[src/verilog/bfs_regs.svh]
// constants for the breaker failure supervisor
`ifndef BFS_REGS_SVH
`define BFS_REGS_SVH
`define BFS_DELAY_W 24
`define BFS_DELAY_DEFAULT 24'd1000
`define BFS_NUM_SRC 8
`define BFS_NUM_EXTRA 3
`endif

[src/verilog/bfs_pkg.sv]
// types for the breaker failure supervisor
package bfs_pkg;
  typedef enum logic [1:0] {
    BFS_SCH_POS,
    BFS_SCH_CUR,
    BFS_SCH_BOTH
  } bfs_scheme_t;
  typedef enum logic [1:0] {
    BFS_TRG_ALL,
    BFS_TRG_CURRENT,
    BFS_TRG_EXTERNAL,
    BFS_TRG_NONE
  } bfs_trig_mode_t;
  typedef struct packed {
    logic breaker_closed;
    logic breaker_open;
    logic undercurrent;
  } bfs_breaker_t;
endpackage

[src/verilog/bfs_sync.sv]
// two-flop synchroniser for one pin level
`timescale 1ns/10ps
module bfs_sync (
  input wire logic clk_sys, // system clock
  input wire logic rst, // async reset, active high
  input wire logic d, // asynchronous level
  output logic q // synchronised level
);
  logic meta_r;
  always_ff @(posedge clk_sys or posedge rst) begin
    if (rst) begin
      meta_r <= 1'b0;
      q <= 1'b0;
    end else begin
      meta_r <= d;
      q <= meta_r;
    end
  end
endmodule // bfs_sync

[src/verilog/bfs_timer.sv]
// failure delay timer: counts cycles up to a delay
`timescale 1ns/10ps
`include "bfs_regs.svh"
module bfs_timer #(
  parameter int W = `BFS_DELAY_W
) (
  input wire logic clk_sys, // system clock
  input wire logic rst, // async reset, active high
  input wire logic run, // count while high, clear while low
  input wire logic [W-1:0] delay, // cycles to expiry
  output logic expired // high once count reaches delay
);
  logic [W-1:0] cnt_r;
  // expiry flags exactly when count equals delay
  always_ff @(posedge clk_sys or posedge rst) begin
    if (rst) begin
      cnt_r <= '0;
    end else if (!run) begin
      cnt_r <= '0;
    end else if (cnt_r != delay) begin
      cnt_r <= cnt_r + 1'b1;
    end
  end
  assign expired = run && (cnt_r == delay);
endmodule // bfs_timer

[src/verilog/bfs_supervisor.sv]
// breaker failure supervisor top level
`timescale 1ns/10ps
`include "bfs_regs.svh"
module bfs_supervisor #(
  parameter int N_SRC = `BFS_NUM_SRC,
  parameter int N_EXTRA = `BFS_NUM_EXTRA,
  parameter int DW = `BFS_DELAY_W
) (
  input wire logic clk_sys, // system clock, 100 MHz
  input wire logic rst, // async reset, active high
  input wire logic in_use, // module enabled
  input bfs_pkg::bfs_scheme_t scheme, // supervision scheme
  input bfs_pkg::bfs_trig_mode_t trig_mode, // trigger mode
  input wire logic [DW-1:0] fail_delay, // timer delay in cycles
  input wire logic [N_SRC-1:0] trip_in, // trip sources, async
  input wire logic [N_SRC-1:0] trip_mapped, // source mapped onto this breaker
  input wire logic [N_SRC-1:0] trip_is_current, // source is a current trip
  input wire logic [N_EXTRA-1:0] extra_trigger_input, // extra triggers, async
  input bfs_pkg::bfs_breaker_t brk_in, // breaker position and current, async
  input wire logic lockout_reset, // clears latched failure
  output logic upstream_trip_r, // trip to upstream breaker
  output logic failure_latched_r, // latched failure, blocks closing
  output logic timer_running_r, // supervisor active
  output logic rejected_r // supervisor rejected
);
  typedef enum logic [1:0] {
    ST_STANDBY,
    ST_ACTIVE,
    ST_REJECTED,
    ST_FAILED
  } bfs_state_t;

  // ==========================================================
  // input synchronisers
  // ==========================================================
  localparam int NS = N_SRC + N_EXTRA + 3;
  logic [NS-1:0] raw_in;
  logic [NS-1:0] syn;
  assign raw_in = {trip_in, extra_trigger_input, brk_in};
  genvar gi;
  generate
    for (gi = 0; gi < NS; gi++) begin : g_sync
      bfs_sync u_sync (
        .clk_sys(clk_sys),
        .rst(rst),
        .d(raw_in[gi]),
        .q(syn[gi])
      );
    end
  endgenerate

  logic [N_SRC-1:0] trip_s;
  logic [N_EXTRA-1:0] extra_s;
  bfs_pkg::bfs_breaker_t brk_s;
  assign trip_s = syn[NS-1 -: N_SRC];
  assign extra_s = syn[3 +: N_EXTRA];
  assign brk_s = syn[2:0];

  // ==========================================================
  // trigger qualification
  // ==========================================================
  logic [N_SRC-1:0] mode_mask;
  logic trig_any;
  always_comb begin
    unique case (trig_mode)
      bfs_pkg::BFS_TRG_ALL: mode_mask = {N_SRC{1'b1}};
      bfs_pkg::BFS_TRG_CURRENT: mode_mask = trip_is_current;
      bfs_pkg::BFS_TRG_EXTERNAL: mode_mask = ~trip_is_current;
      bfs_pkg::BFS_TRG_NONE: mode_mask = '0;
    endcase
  end
  // only mapped trips pass; extra inputs bypass the mapping
  assign trig_any = |(trip_s & trip_mapped & mode_mask) | (|extra_s);

  // ==========================================================
  // start and stop conditions per scheme
  // ==========================================================
  logic start_ok;
  logic open_evidence;
  always_comb begin
    unique case (scheme)
      bfs_pkg::BFS_SCH_POS: begin
        start_ok = trig_any && brk_s.breaker_closed;
        open_evidence = brk_s.breaker_open;
      end
      bfs_pkg::BFS_SCH_CUR: begin
        start_ok = trig_any;
        open_evidence = brk_s.undercurrent;
      end
      bfs_pkg::BFS_SCH_BOTH: begin
        start_ok = trig_any && brk_s.breaker_closed;
        open_evidence = brk_s.breaker_open && brk_s.undercurrent;
      end
      default: begin
        start_ok = 1'b0;
        open_evidence = 1'b0;
      end
    endcase
  end

  // ==========================================================
  // state machine
  // ==========================================================
  bfs_state_t state_r;
  logic expired;
  logic run;
  assign run = (state_r == ST_ACTIVE) && !open_evidence && in_use;

  bfs_timer #(.W(DW)) u_timer (
    .clk_sys(clk_sys),
    .rst(rst),
    .run(run),
    .delay(fail_delay),
    .expired(expired)
  );

  always_ff @(posedge clk_sys or posedge rst) begin
    if (rst) begin
      state_r <= ST_STANDBY;
    end else if (!in_use) begin
      state_r <= ST_STANDBY;
    end else begin
      unique case (state_r)
        ST_STANDBY: if (start_ok) state_r <= ST_ACTIVE;
        ST_ACTIVE: begin
          // stop has priority over a same-cycle expiry: breaker proved open
          if (open_evidence) state_r <= ST_REJECTED;
          else if (expired) state_r <= ST_FAILED;
        end
        ST_REJECTED: if (!trig_any) state_r <= ST_STANDBY;
        ST_FAILED: if (open_evidence && !trig_any) state_r <= ST_STANDBY;
      endcase
    end
  end

  // ==========================================================
  // outputs
  // ==========================================================
  always_ff @(posedge clk_sys or posedge rst) begin
    if (rst) begin
      upstream_trip_r <= 1'b0;
      timer_running_r <= 1'b0;
      rejected_r <= 1'b0;
    end else begin
      upstream_trip_r <= in_use && (state_r == ST_FAILED || (state_r == ST_ACTIVE && expired && !open_evidence))
                         && !(state_r == ST_FAILED && open_evidence && !trig_any);
      timer_running_r <= run;
      rejected_r <= in_use && (state_r == ST_REJECTED || (state_r == ST_ACTIVE && open_evidence));
    end
  end

  // latch survives trip drop; set wins over a same-cycle reset
  always_ff @(posedge clk_sys or posedge rst) begin
    if (rst) begin
      failure_latched_r <= 1'b0;
    end else if (in_use && state_r == ST_ACTIVE && expired && !open_evidence) begin
      failure_latched_r <= 1'b1;
    end else if (lockout_reset) begin
      failure_latched_r <= 1'b0;
    end
  end

  // ==========================================================
  // assertions
  // ==========================================================
  property p_trip_on_expiry;
    @(posedge clk_sys) disable iff (rst)
    (in_use && state_r == ST_ACTIVE && expired && !open_evidence) |=> upstream_trip_r && failure_latched_r;
  endproperty
  a_trip_on_expiry: assert property (p_trip_on_expiry) else $error("no trip after expiry");

  property p_reject;
    @(posedge clk_sys) disable iff (rst)
    (in_use && state_r == ST_ACTIVE && open_evidence) |=> state_r == ST_REJECTED && rejected_r;
  endproperty
  a_reject: assert property (p_reject) else $error("stop did not reject");

  property p_idle_unused;
    @(posedge clk_sys) disable iff (rst)
    !in_use |=> state_r == ST_STANDBY && !upstream_trip_r;
  endproperty
  a_idle_unused: assert property (p_idle_unused) else $error("active while unused");

  property p_rej_back;
    @(posedge clk_sys) disable iff (rst)
    (in_use && state_r == ST_REJECTED && !trig_any) |=> state_r == ST_STANDBY;
  endproperty
  a_rej_back: assert property (p_rej_back) else $error("rejected stuck");

  property p_trip_hold;
    @(posedge clk_sys) disable iff (rst)
    (upstream_trip_r && state_r == ST_FAILED && in_use && !(open_evidence && !trig_any)) |=> upstream_trip_r;
  endproperty
  a_trip_hold: assert property (p_trip_hold) else $error("trip dropped early");

  property p_pos_start;
    @(posedge clk_sys) disable iff (rst)
    (in_use && state_r == ST_STANDBY && scheme == bfs_pkg::BFS_SCH_POS && !brk_s.breaker_closed)
      |=> state_r == ST_STANDBY;
  endproperty
  a_pos_start: assert property (p_pos_start) else $error("start with breaker open");

  property p_unmapped;
    @(posedge clk_sys) disable iff (rst)
    (state_r == ST_STANDBY && extra_s == '0 && (trip_s & trip_mapped) == '0) |=> state_r == ST_STANDBY;
  endproperty
  a_unmapped: assert property (p_unmapped) else $error("unmapped trip started");

  property p_latch;
    @(posedge clk_sys) disable iff (rst)
    (failure_latched_r && !lockout_reset) |=> failure_latched_r;
  endproperty
  a_latch: assert property (p_latch) else $error("failure latch lost");

  property p_delay_exact;
    @(posedge clk_sys) disable iff (rst)
    ($rose(run) && fail_delay == 24'h000014)
      |-> !expired [*8] ##1 !expired [*8] ##1 !expired [*4] ##1 (expired || !run);
  endproperty
  a_delay_exact: assert property (p_delay_exact) else $error("expiry count wrong");

  c_fail: cover property (@(posedge clk_sys) disable iff (rst) $rose(upstream_trip_r));
  c_reject: cover property (@(posedge clk_sys) disable iff (rst) $rose(rejected_r));
  c_trip_drop: cover property (@(posedge clk_sys) disable iff (rst) $fell(upstream_trip_r));
endmodule // bfs_supervisor

[config.mk]
export PLATFORM = sky130hd
export DESIGN_NAME = bfs_supervisor
export DESIGN_NICKNAME = d
export VERILOG_FILES = /design/src/verilog/bfs_pkg.sv /design/src/verilog/bfs_sync.sv /design/src/verilog/bfs_timer.sv /design/src/verilog/bfs_supervisor.sv
export VERILOG_INCLUDE_DIRS = /design/src /design/src/verilog
export SDC_FILE = /design/constraint.sdc
export NUM_CORES = 1
export LEC_CHECK = 0
export BUFFER_PORTS_ARGS = -buffer_cell sky130_fd_sc_hd__buf_2
export CAP_MARGIN = 20
export CORE_MARGIN = 2
export CORE_UTILIZATION = 43
export CTS_CLUSTER_DIAMETER = 80
export CTS_CLUSTER_SIZE = 16
export DETAILED_ROUTE_END_ITERATION = 8
export PLACE_DENSITY = 0.65
export REMOVE_ABC_BUFFERS = 1
export SYNTH_ARGS = -nofsm -noshare
export SYNTH_HDL_FRONTEND = slang
export SYNTH_SLANG_ARGS = --single-unit
export TNS_END_PERCENT = 100
[constraint.sdc]
create_clock -name clk_sys -period 2.25 [get_ports clk_sys]
set_input_delay 0.3375 -clock clk_sys [delete_from_list [all_inputs] [get_ports clk_sys]]
set_output_delay 0.3375 -clock clk_sys [all_outputs]
set_load 0.02 [all_outputs]
==> impl_metrics.csv, run 1 <==
group,metric,value,unit
die,ioPinCount,66,
sta,rsz0062_at_grt,"no",
logic_synthesis,dominantRegCellSynth,"dfrtp_1",
place,place_congestion,0.919,
sta,timing.fmax,495,MHz
power_and_ir_drop,switching_share,0.235,
sta,skew,4.18,ps
power_and_ir_drop,pwr-share-comb,0.081,
clock_network,cts.clk_slew.worst_paths,70,ps
power_and_ir_drop,p_per_area,686,nW/um^2
critical_path,crit_path_start,"u_timer.cnt_r[4]",
sta,relSlewSlack,0.517,
critical_path,cp_slowest_cell,"dfrtp_1",
critical_path,cpPeakStageDelay,450,ps
place,io_buffers,65,
sta,post-route-period-util,0.898,
logic_synthesis,syn_inst,261,
job,drv_cap,0,
logic_synthesis,ys_warn_count,0,
route,ant_nets,0,
logic_synthesis,synthArstFlopShare,1.00,
run_status,status,"finished clean",
clock_network,clock_latency,340,ps
sta,tightestPinTransition,724,ps
critical_path,r2r-start,"u_timer.cnt_r[4]",
die,die_h,84.4,um
critical_path,cp-start-kind,"register",
logic_synthesis,synth_cell_type_count,41,
route,first_pass_iters,4,
finish,final_common_cell,"buf_2",
grt,grt-ovfl-total,0,
sta,period_minus_slack,2020,ps
finish,final_cell_mix,"65 x buf_2, 58 x dfrtp_1, 36 x xnor2_1, 22 x nand2_1, 18 x nor2_1",
critical_path,setup.worst_path.class,"register to register",
critical_path,arrival,2280,ps
clock_network,cts_tree,"done",
finish,drive_gt1_frac,0.282,
clock_network,postCtsHoldBufs,0,
clock_network,cts_root_buf,"clkbuf_8",
finish,syn_to_final_growth,23.2,%
grt,grt_use_total,0.178,
die,fp.coreArea,6310,um^2
sta,timing.hold.ws,102,ps
route,routed_wl,5840,um
finish,fin_util,0.542,
hold_path,holdCritStartpoint,"brk_in[2]",
grt,grt_start_max_net_pins,59,
clock_network,cts_sinks,58,
logic_synthesis,syn-mean-instance-area,10.6,um^2
logic_synthesis,seq_area_frac_synth,0.523,
clock_network,post_cts_resized,0,
finish,insertedDiodeCount,0,
hold_path,min_path_cells,1,
critical_path,crit_path_cell_trace,"and4_1, and3_1, nand2_1, a211oi_1, and3_1, mux2i_1",
sta,setup_viol,0,
place,place_hpwl,4380,um
die,die_area,7120,um^2
grt,grt_pass1_wl,9770,um
route,drcViolationCount,0,
route,first_iter_violations,129,
critical_path,worst_r2r_endpoint,"u_timer.cnt_r[17]",
hold_path,min_path_type,"primary input to register",
hold_path,worstHoldEndpoint,"g_sync[2].u_sync.meta_r",
clock_network,htree_levels,3,
route,vias_per_cell,5.18,
grt,grt_pass1_vias,2056,
grt,antenna_found_initial,0,
die,start_util,0.440,
clock_network,cts.path.max_buffers,2,
clock_network,cts_buffers,9,
logic_synthesis,synth_edf_count,0,
power_and_ir_drop,clkPwrFrac,0.455,
route,wire_per_inst,14.0,um
critical_path,endpoint_kind,"register",
power_and_ir_drop,seq_power_share,0.465,
sta,hold_viol_final,0,
critical_path,r2r_setup_slack,230,ps
logic_synthesis,netlist_area,2780,um^2
route,vias,2161,
critical_path,worstPathRequired,2510,ps
sta,slew_violations,0,
power_and_ir_drop,leakagePower,0.00149,uW
logic_synthesis,ys_seq_elements,58,
clock_network,cts_setup_buffers,0,
finish,fin_nets,398,
critical_path,path_max_fanout,7,
power_and_ir_drop,ir_drop,0.000492,V
die,num_rows,29,
critical_path,path_common_cell,"and3_1",
critical_path,reg2reg_depth,6,
power_and_ir_drop,netSwitchingPower,553,uW
power_and_ir_drop,p_int,1800,uW
die,die_w,84.4,um
==> flip-flops by register name, summed over array words and instances, names as in the netlist <==
| signal | count |
|---|---|
| rejected_r | 1 |
| state_r | 2 |
| failure_latched_r | 1 |
| timer_running_r | 1 |
| g_sync.u_sync.meta_r | 14 |
| g_sync.u_sync.q | 14 |
| u_timer.cnt_r | 24 |
| upstream_trip_r | 1 |
==> stage by stage <==
step	setup WS [ps]	TNS [ps]	area, um^2	std cells	total power [uW]
2_1_floorplan	-119	-138	2710	250	1210
3_3_place_gp	317	0	3200	401	1300
3_5_place_dp	275	0	3200	401	1300
4_1_cts	245	0	3420	417	2380
5_1_grt	91.0	0	3420	417	2460
6_report	230	0	3420	417	2350
==> Yosys cell counts (2+ instances only) <==
cell type / n / share of area
nand3_1: 17 / 0.031
buf_6: 2 / 0.0081
nor3_1: 2 / 0.0036
nand2_1: 22 / 0.030
buf_2: 2 / 0.0036
and3_1: 8 / 0.018
and2_1: 2 / 0.0045
or3_1: 5 / 0.011
nor4_2: 2 / 0.0090
or4_1: 6 / 0.016
xor2_1: 2 / 0.0063
xnor2_1: 36 / 0.11
nand4_1: 10 / 0.023
nor2_1: 18 / 0.024
a211oi_1: 5 / 0.014
inv_1: 7 / 0.0095
mux2i_1: 10 / 0.036
o31ai_1: 4 / 0.011
clkbuf_1: 6 / 0.0081
o21ai_0: 3 / 0.0054
a21oi_1: 15 / 0.027
dfrtp_1: 58 / 0.52
==> final cells by class <==
cell class                 count  area [um^2]
timing repair buffer          74          393
multi-input combinational    185         1230
fill                         582         2890
clock buffer                   9          124
sequential                    58         1450
clock inverter                 7          103
tap                           77         96.3
inverter                       7         26.3
==> how the worst max path moves through the flow <==
stage / endpoint / slack [ps] / cells past startpoint
global placement: u_timer.cnt_r[17] / 320 / 8
floorplan: state_r[1] / -120 / 6
CTS: u_timer.cnt_r[17] / 250 / 6
finish: u_timer.cnt_r[17] / 230 / 6
detailed placement: state_r[1] / 270 / 8
global route: u_timer.cnt_r[17] / 90 / 6
==> metal layers <==
layer	wire [um]	GRT usage	up-vias	share of wire
li1	-	-	1069	-
met3	326	0.0354	10	0.056
met1	2620	0.238	1023	0.45
met4	136	0.0837	0	0.023
met2	2760	0.279	59	0.47
met5	0	0	-	0
==> power by group through the flow <==
| stage | clock, uW | combinational, uW | sequential (uW) |
|---|---|---|---|
| CTS | 1100 | 193 | 1090 |
| detailed placement | 0 | 192 | 1110 |
| global route | 1160 | 213 | 1090 |
| finish | 1070 | 189 | 1090 |
| global placement | 0 | 191 | 1110 |
| floorplan | 0 | 95.8 | 1110 |
==> worst max-delay path, delay by kind of cell (launching register included) <==
family / cells / cell delay, ps
and+or+nand+nor: 4 / 950
DFF: 1 / 450
AOI/OAI and AO/OA: 1 / 370
muxes: 1 / 180
==> cell families (layout without fill, tap and decap cells) <==
family                     after synthesis  count (layout)  share of synthesized area
and+or+nand+nor                        100             100                      0.192
DFF                                     58              58                      0.523
xor gates and xnor gates                38              38                      0.120
AOI/OAI and AO/OA                       35              35                     0.0865
buffers and inverters                   18              97                     0.0347
muxes                                   11              11                     0.0401
adders and majority gates                1               1                    0.00450
(Power assumes the default switching activity.)
==> run 2, diff against run 1 <==
Settings changed: RECOVER_POWER set to 50.
==> run 2 against run 1 <==
Effect of this change: clock skew barely moved; first-iteration DRC count rose by 7.0%; setup slack barely moved; critical path type unchanged.
==> impl_metrics.csv, run 2 (synthesized netlist as in run 1, its figures left out) <==
group,metric,value,unit
die,die_area,7120,um^2
die,fp.coreArea,6310,um^2
job,drv_cap,0,
die,die_h,84.4,um
die,ioPinCount,66,
run_status,status,"finished clean",
sta,timing.fmax,495,MHz
place,place_hpwl,4380,um
hold_path,min_path_cells,1,
grt,grt_use_total,0.178,
finish,insertedDiodeCount,0,
hold_path,worstHoldEndpoint,"g_sync[2].u_sync.meta_r",
grt,met2_usage,0.279,
grt,grt-busiest-layer,"met2",
finish,syn_to_final_growth,23.2,%
critical_path,cp-start-kind,"register",
sta,relSlewSlack,0.0630,
sta,setup_viol,0,
critical_path,path_buf_inv,0,
finish,final_common_cell,"buf_2",
finish,drive_gt1_frac,0.279,
finish,final_cell_mix,"65 x buf_2, 58 x dfrtp_1, 36 x xnor2_1, 22 x nand2_1, 18 x nor2_1",
place,io_buffers,65,
grt,grt-ovfl-total,0,
clock_network,post_cts_resized,0,
grt,grt_pass1_vias,2056,
finish,fin_nets,398,
grt,use_met3,0.0354,
finish,largest_register_ffs,24,
critical_path,crit_path_start,"u_timer.cnt_r[4]",
finish,reg.largest.list,"u_timer.cnt_r: 24 flops, g_sync.u_sync.meta_r: 14 flops, g_sync.u_sync.q: 14 flops",
clock_network,cts_buffers,9,
critical_path,crit_path_cell_trace,"and4_1, and3_1, nand2_1, a211oi_1, and3_1, mux2i_1",
place,postPlaceCellArea,3200,um^2
sta,rsz0062_at_grt,"no",
route,vias,2160,
clock_network,htree_levels,3,
route,first_pass_iters,4,
critical_path,setup.worst_path.class,"register to register",
route,ant_nets,0,
sta,setup_tns,0,ps
critical_path,worst_r2r_endpoint,"u_timer.cnt_r[17]",
sta,skew,4.25,ps
grt,grt_pass1_wl,9770,um
sta,hold_viol_final,0,
critical_path,cpPeakStageDelay,450,ps
die,die_w,84.4,um
critical_path,path_max_fanout,7,
critical_path,crit_family,"simple AND/OR/NAND/NOR gates",
sta,timing.hold.ws,102,ps
power_and_ir_drop,ir_drop,0.000492,V
die,start_util,0.440,
hold_path,min_path_type,"primary input to register",
clock_network,cts_root_buf,"clkbuf_8",
clock_network,cts_sinks,58,
finish,top_register,"u_timer.cnt_r",
clock_network,cts_setup_buffers,0,
power_and_ir_drop,leakagePower,0.00149,uW
route,wire_per_inst,14.0,um
critical_path,reg2reg_depth,6,
sta,tightestPinTransition,1410,ps
clock_network,cts.clk_slew.worst_paths,70,ps
route,routed_wl,5840,um
place,place_congestion,0.919,
sta,period_minus_slack,2020,ps
hold_path,holdCritStartpoint,"brk_in[2]",
critical_path,worstPathRequired,2510,ps
clock_network,cts_tree,"done",
route,drcViolationCount,0,
critical_path,r2r-start,"u_timer.cnt_r[4]",
grt,antenna_found_initial,0,
clock_network,cts.path.max_buffers,2,
critical_path,path_common_cell,"and3_1",
clock_network,postCtsHoldBufs,0,
clock_network,clock_latency,340,ps
grt,grt_start_max_net_pins,59,
sta,post-route-period-util,0.898,
power_and_ir_drop,p_per_area,686,nW/um^2
route,vias_per_cell,5.18,
finish,finalNonFillerCells,417,
place,dp.cells,401,
critical_path,r2r_setup_slack,230,ps
finish,design_area,3420,um^2
critical_path,cp_slowest_cell,"dfrtp_1",
critical_path,arrival,2280,ps
route,first_iter_violations,138,
critical_path,endpoint_kind,"register",
sta,slew_violations,0,
die,num_rows,29,
grt,grt.met1_usage,0.238,
[run 2: area by class of cell]
class,instances,area (um^2)
Clock inverter,7,103
Clock buffer,9,124
Timing Repair Buffer,74,390
Inverter,7,26.3
Sequential cell,58,1450
Tap cell,77,96.3
Multi-Input combinational cell,185,1230
Fill cell,581,2890
[run 2: power breakdown]
| part | leakage [uW] | internal (uW) | switching [uW] | total, uW |
|---|---|---|---|---|
| combinational | 0.000638 | 86.9 | 101 | 188 |
| clock | 0.000110 | 632 | 436 | 1070 |
| sequential | 0.000743 | 1080 | 15.5 | 1090 |
[run 2: metal layers]
layer  routed length (um)  up-vias
met5                    0        -
met4                  136        0
met3                  326       10
met2                 2760       59
met1                 2620     1022
li1                     -     1069
[run 2: stage by stage]
stage | setup WS (ps) | power (uW) | util
floorplan | -119 | 1210 | -
global placement | 317 | 1300 | 0.506
detailed placement | 275 | 1300 | 0.506
CTS | 245 | 2380 | 0.542
global route | 91.0 | 2460 | 0.542
finish | 230 | 2350 | 0.542
[run 2: worst register-to-register path, delay by kind of cell (launching register included)]
kind,cells,cell delay (ps)
and+or+nand+nor,4,950
DFF,1,450
AOI/OAI and AO/OA,1,370
muxes,1,180
[run 2: worst max-delay path by stage]
| stage | endpoint | cells after the start | slack (ps) |
|---|---|---|---|
| after floorplan | state_r[1] | 6 | -120 |
| after global placement | u_timer.cnt_r[17] | 8 | 320 |
| after detailed placement | state_r[1] | 8 | 270 |
| after CTS | u_timer.cnt_r[17] | 6 | 250 |
| after global routing | u_timer.cnt_r[17] | 6 | 90 |
| final | u_timer.cnt_r[17] | 6 | 230 |
==> run 3, diff against run 2 <==
Settings changed: BUFFER_PORTS_ARGS -buffer_cell sky130_fd_sc_hd__buf_2 to not set, DONT_BUFFER_PORTS set to 1, PLACE_DENSITY 0.65 to 0.57, TNS_END_PERCENT 100 to 5.
==> run 3 against run 2 <==
Effect of this change: routed wire length about the same; clock skew is 4.3 ps higher; clock power decreased by 6%; final cell count decreased by 15%; setup slack gained 55 ps; sequential power barely moved; hold slack got worse by 65 ps; largest power group unchanged.
==> impl_metrics.csv, run 3 (synthesized netlist as in run 1, its figures left out) <==
group,metric,value,unit
power_and_ir_drop,leakagePower,0.00124,uW
grt,grt_pass1_vias,2071,
grt,grt_use_total,0.179,
die,ioPinCount,66,
place,dpl_worst_slack,266,ps
power_and_ir_drop,p_int,1740,uW
grt,grt_start_max_net_pins,25,
clock_network,cts_tree,"done",
clock_network,cts_root_buf,"clkbuf_8",
critical_path,cp-start-kind,"register",
power_and_ir_drop,power,2230,uW
clock_network,cts_setup_buffers,0,
finish,final_cell_mix,"58 x dfrtp_1, 36 x xnor2_1, 22 x nand2_1, 18 x nor2_1, 17 x nand3_1",
finish,fin_nets,337,
clock_network,post_cts_resized,0,
sta,relSlewSlack,0.457,
power_and_ir_drop,p_per_area,719,nW/um^2
route,routed_wl,5850,um
finish,num-fill-cells,577,
job,drv_cap,0,
die,die_h,84.4,um
run_status,status,"finished clean",
route,first_pass_iters,4,
finish,drive_gt1_frac,0.115,
sta,slew_violations,0,
route,first_iter_violations,80,
finish,fin_util,0.492,
sta,skew,8.55,ps
route,drcViolationCount,0,
clock_network,cts_buffers,9,
critical_path,path_max_fanout,12,
clock_network,clock_latency,330,ps
finish,syn_to_final_growth,11.9,%
clock_network,cts_sinks,58,
sta,rsz0062_at_grt,"no",
die,die_w,84.4,um
die,num_rows,29,
die,fp.coreArea,6310,um^2
power_and_ir_drop,netSwitchingPower,493,uW
clock_network,htree_levels,3,
sta,timing.fmax,509,MHz
power_and_ir_drop,ir_drop,0.000477,V
clock_network,cts.path.max_buffers,2,
critical_path,r2r_setup_slack,290,ps
route,vias,1934,
power_and_ir_drop,pwr-share-comb,0.058,
critical_path,worstPathRequired,2510,ps
critical_path,setup.worst_path.class,"register to register",
place,place_congestion,0.897,
finish,top_register,"u_timer.cnt_r",
clock_network,cts.clk_slew.worst_paths,70,ps
power_and_ir_drop,seq_power_share,0.491,
power_and_ir_drop,switching_share,0.221,
finish,largest_register_ffs,24,
grt,grt_pass1_wl,9920,um
grt,antenna_found_initial,0,
critical_path,arrival,2220,ps
route,wire_per_inst,16.5,um
finish,insertedDiodeCount,0,
finish,reg.largest.list,"u_timer.cnt_r: 24 flops, g_sync.u_sync.meta_r: 14 flops, g_sync.u_sync.q: 14 flops",
hold_path,min_path_type,"primary input to register",
grt,grt-ovfl-total,0,
route,ant_nets,0,
sta,post-route-period-util,0.873,
die,die_area,7120,um^2
power_and_ir_drop,clkPwrFrac,0.452,
finish,final_common_cell,"dfrtp_1",
route,vias_per_cell,5.45,
sta,tightestPinTransition,814,ps
die,start_util,0.440,
sta,period_minus_slack,1960,ps
place,io_buffers,0,
clock_network,postCtsHoldBufs,1,
sta,worst_slack,285,ps
sta,setup_viol,0,
critical_path,endpoint_kind,"register",
sta,hold_viol_final,0,
place,place_hpwl,4490,um
[run 3: cell types whose count changed in the layout (fill, tap and decap cells not counted)]
cell | previous run | this run
clkinv_4 | 3 | 0
dlygate4sd3_1 | 0 | 1
buf_4 | 8 | 11
clkinv_2 | 0 | 3
inv_6 | 1 | 0
buf_2 | 65 | 0
[run 3: path summary, 6_finish.rpt]
| check | depth (start not counted) | endpoint | from |
|---|---|---|---|
| max | 7 | u_timer.cnt_r[16] | u_timer.cnt_r[2] |
| min | 0 | g_sync[3].u_sync.meta_r | extra_trigger_input[0] |
| max reg2reg | 7 | u_timer.cnt_r[16] | u_timer.cnt_r[2] |
| min reg2reg | 0 | g_sync[0].u_sync.q | g_sync[0].u_sync.meta_r |
| max in group asynchronous | 3 | u_timer.cnt_r[23] | rst |
| min in group asynchronous | 2 | u_timer.cnt_r[18] | rst |
[run 3: area by class of cell]
type,count,area [um^2],area share
sequential,58,1450,0.467
inverter,7,26.3,0.00845
multi-input combinational,185,1230,0.396
timing repair buffer,13,97.6,0.0314
clock inverter,6,82.6,0.0266
tap,77,96.3,0.0310
clock buffer,9,124,0.0399
[run 3: power groups by stage]
stage,sequential (uW),clock [uW],combinational [uW]
6_report,1100,1010,129
5_1_grt,1100,1080,147
2_1_floorplan,1110,0,95.8
4_1_cts,1100,1040,133
3_3_place_gp,1110,0,130
3_5_place_dp,1120,0,131
[run 3: per-stage QoR]
stage	hold slack, ps	instances	cell area [um^2]	setup TNS, ps
detailed placement	267	339	2890	0
global route	9.54	355	3110	0
global placement	252	339	2890	0
finish	37.0	355	3110	0
floorplan	331	250	2710	-138
CTS	18.4	355	3110	0
[run 3: worst max-delay path, cell delays in order (launching register included)]
cell and delay [ps]:
dfrtp_1 490, xnor2_1 180, nand4_1 160, nor4_2 70, and2_1 170, buf_4 180, or4_1 500, a21oi_1 150
[run 3: metal layers]
layer  vias up  track usage  wire (um)
li1        948            -          -
met1       930        0.237       2700
met2        45        0.278       2780
met3        11       0.0560        250
met4         0       0.0664        108
met5         -            0          0
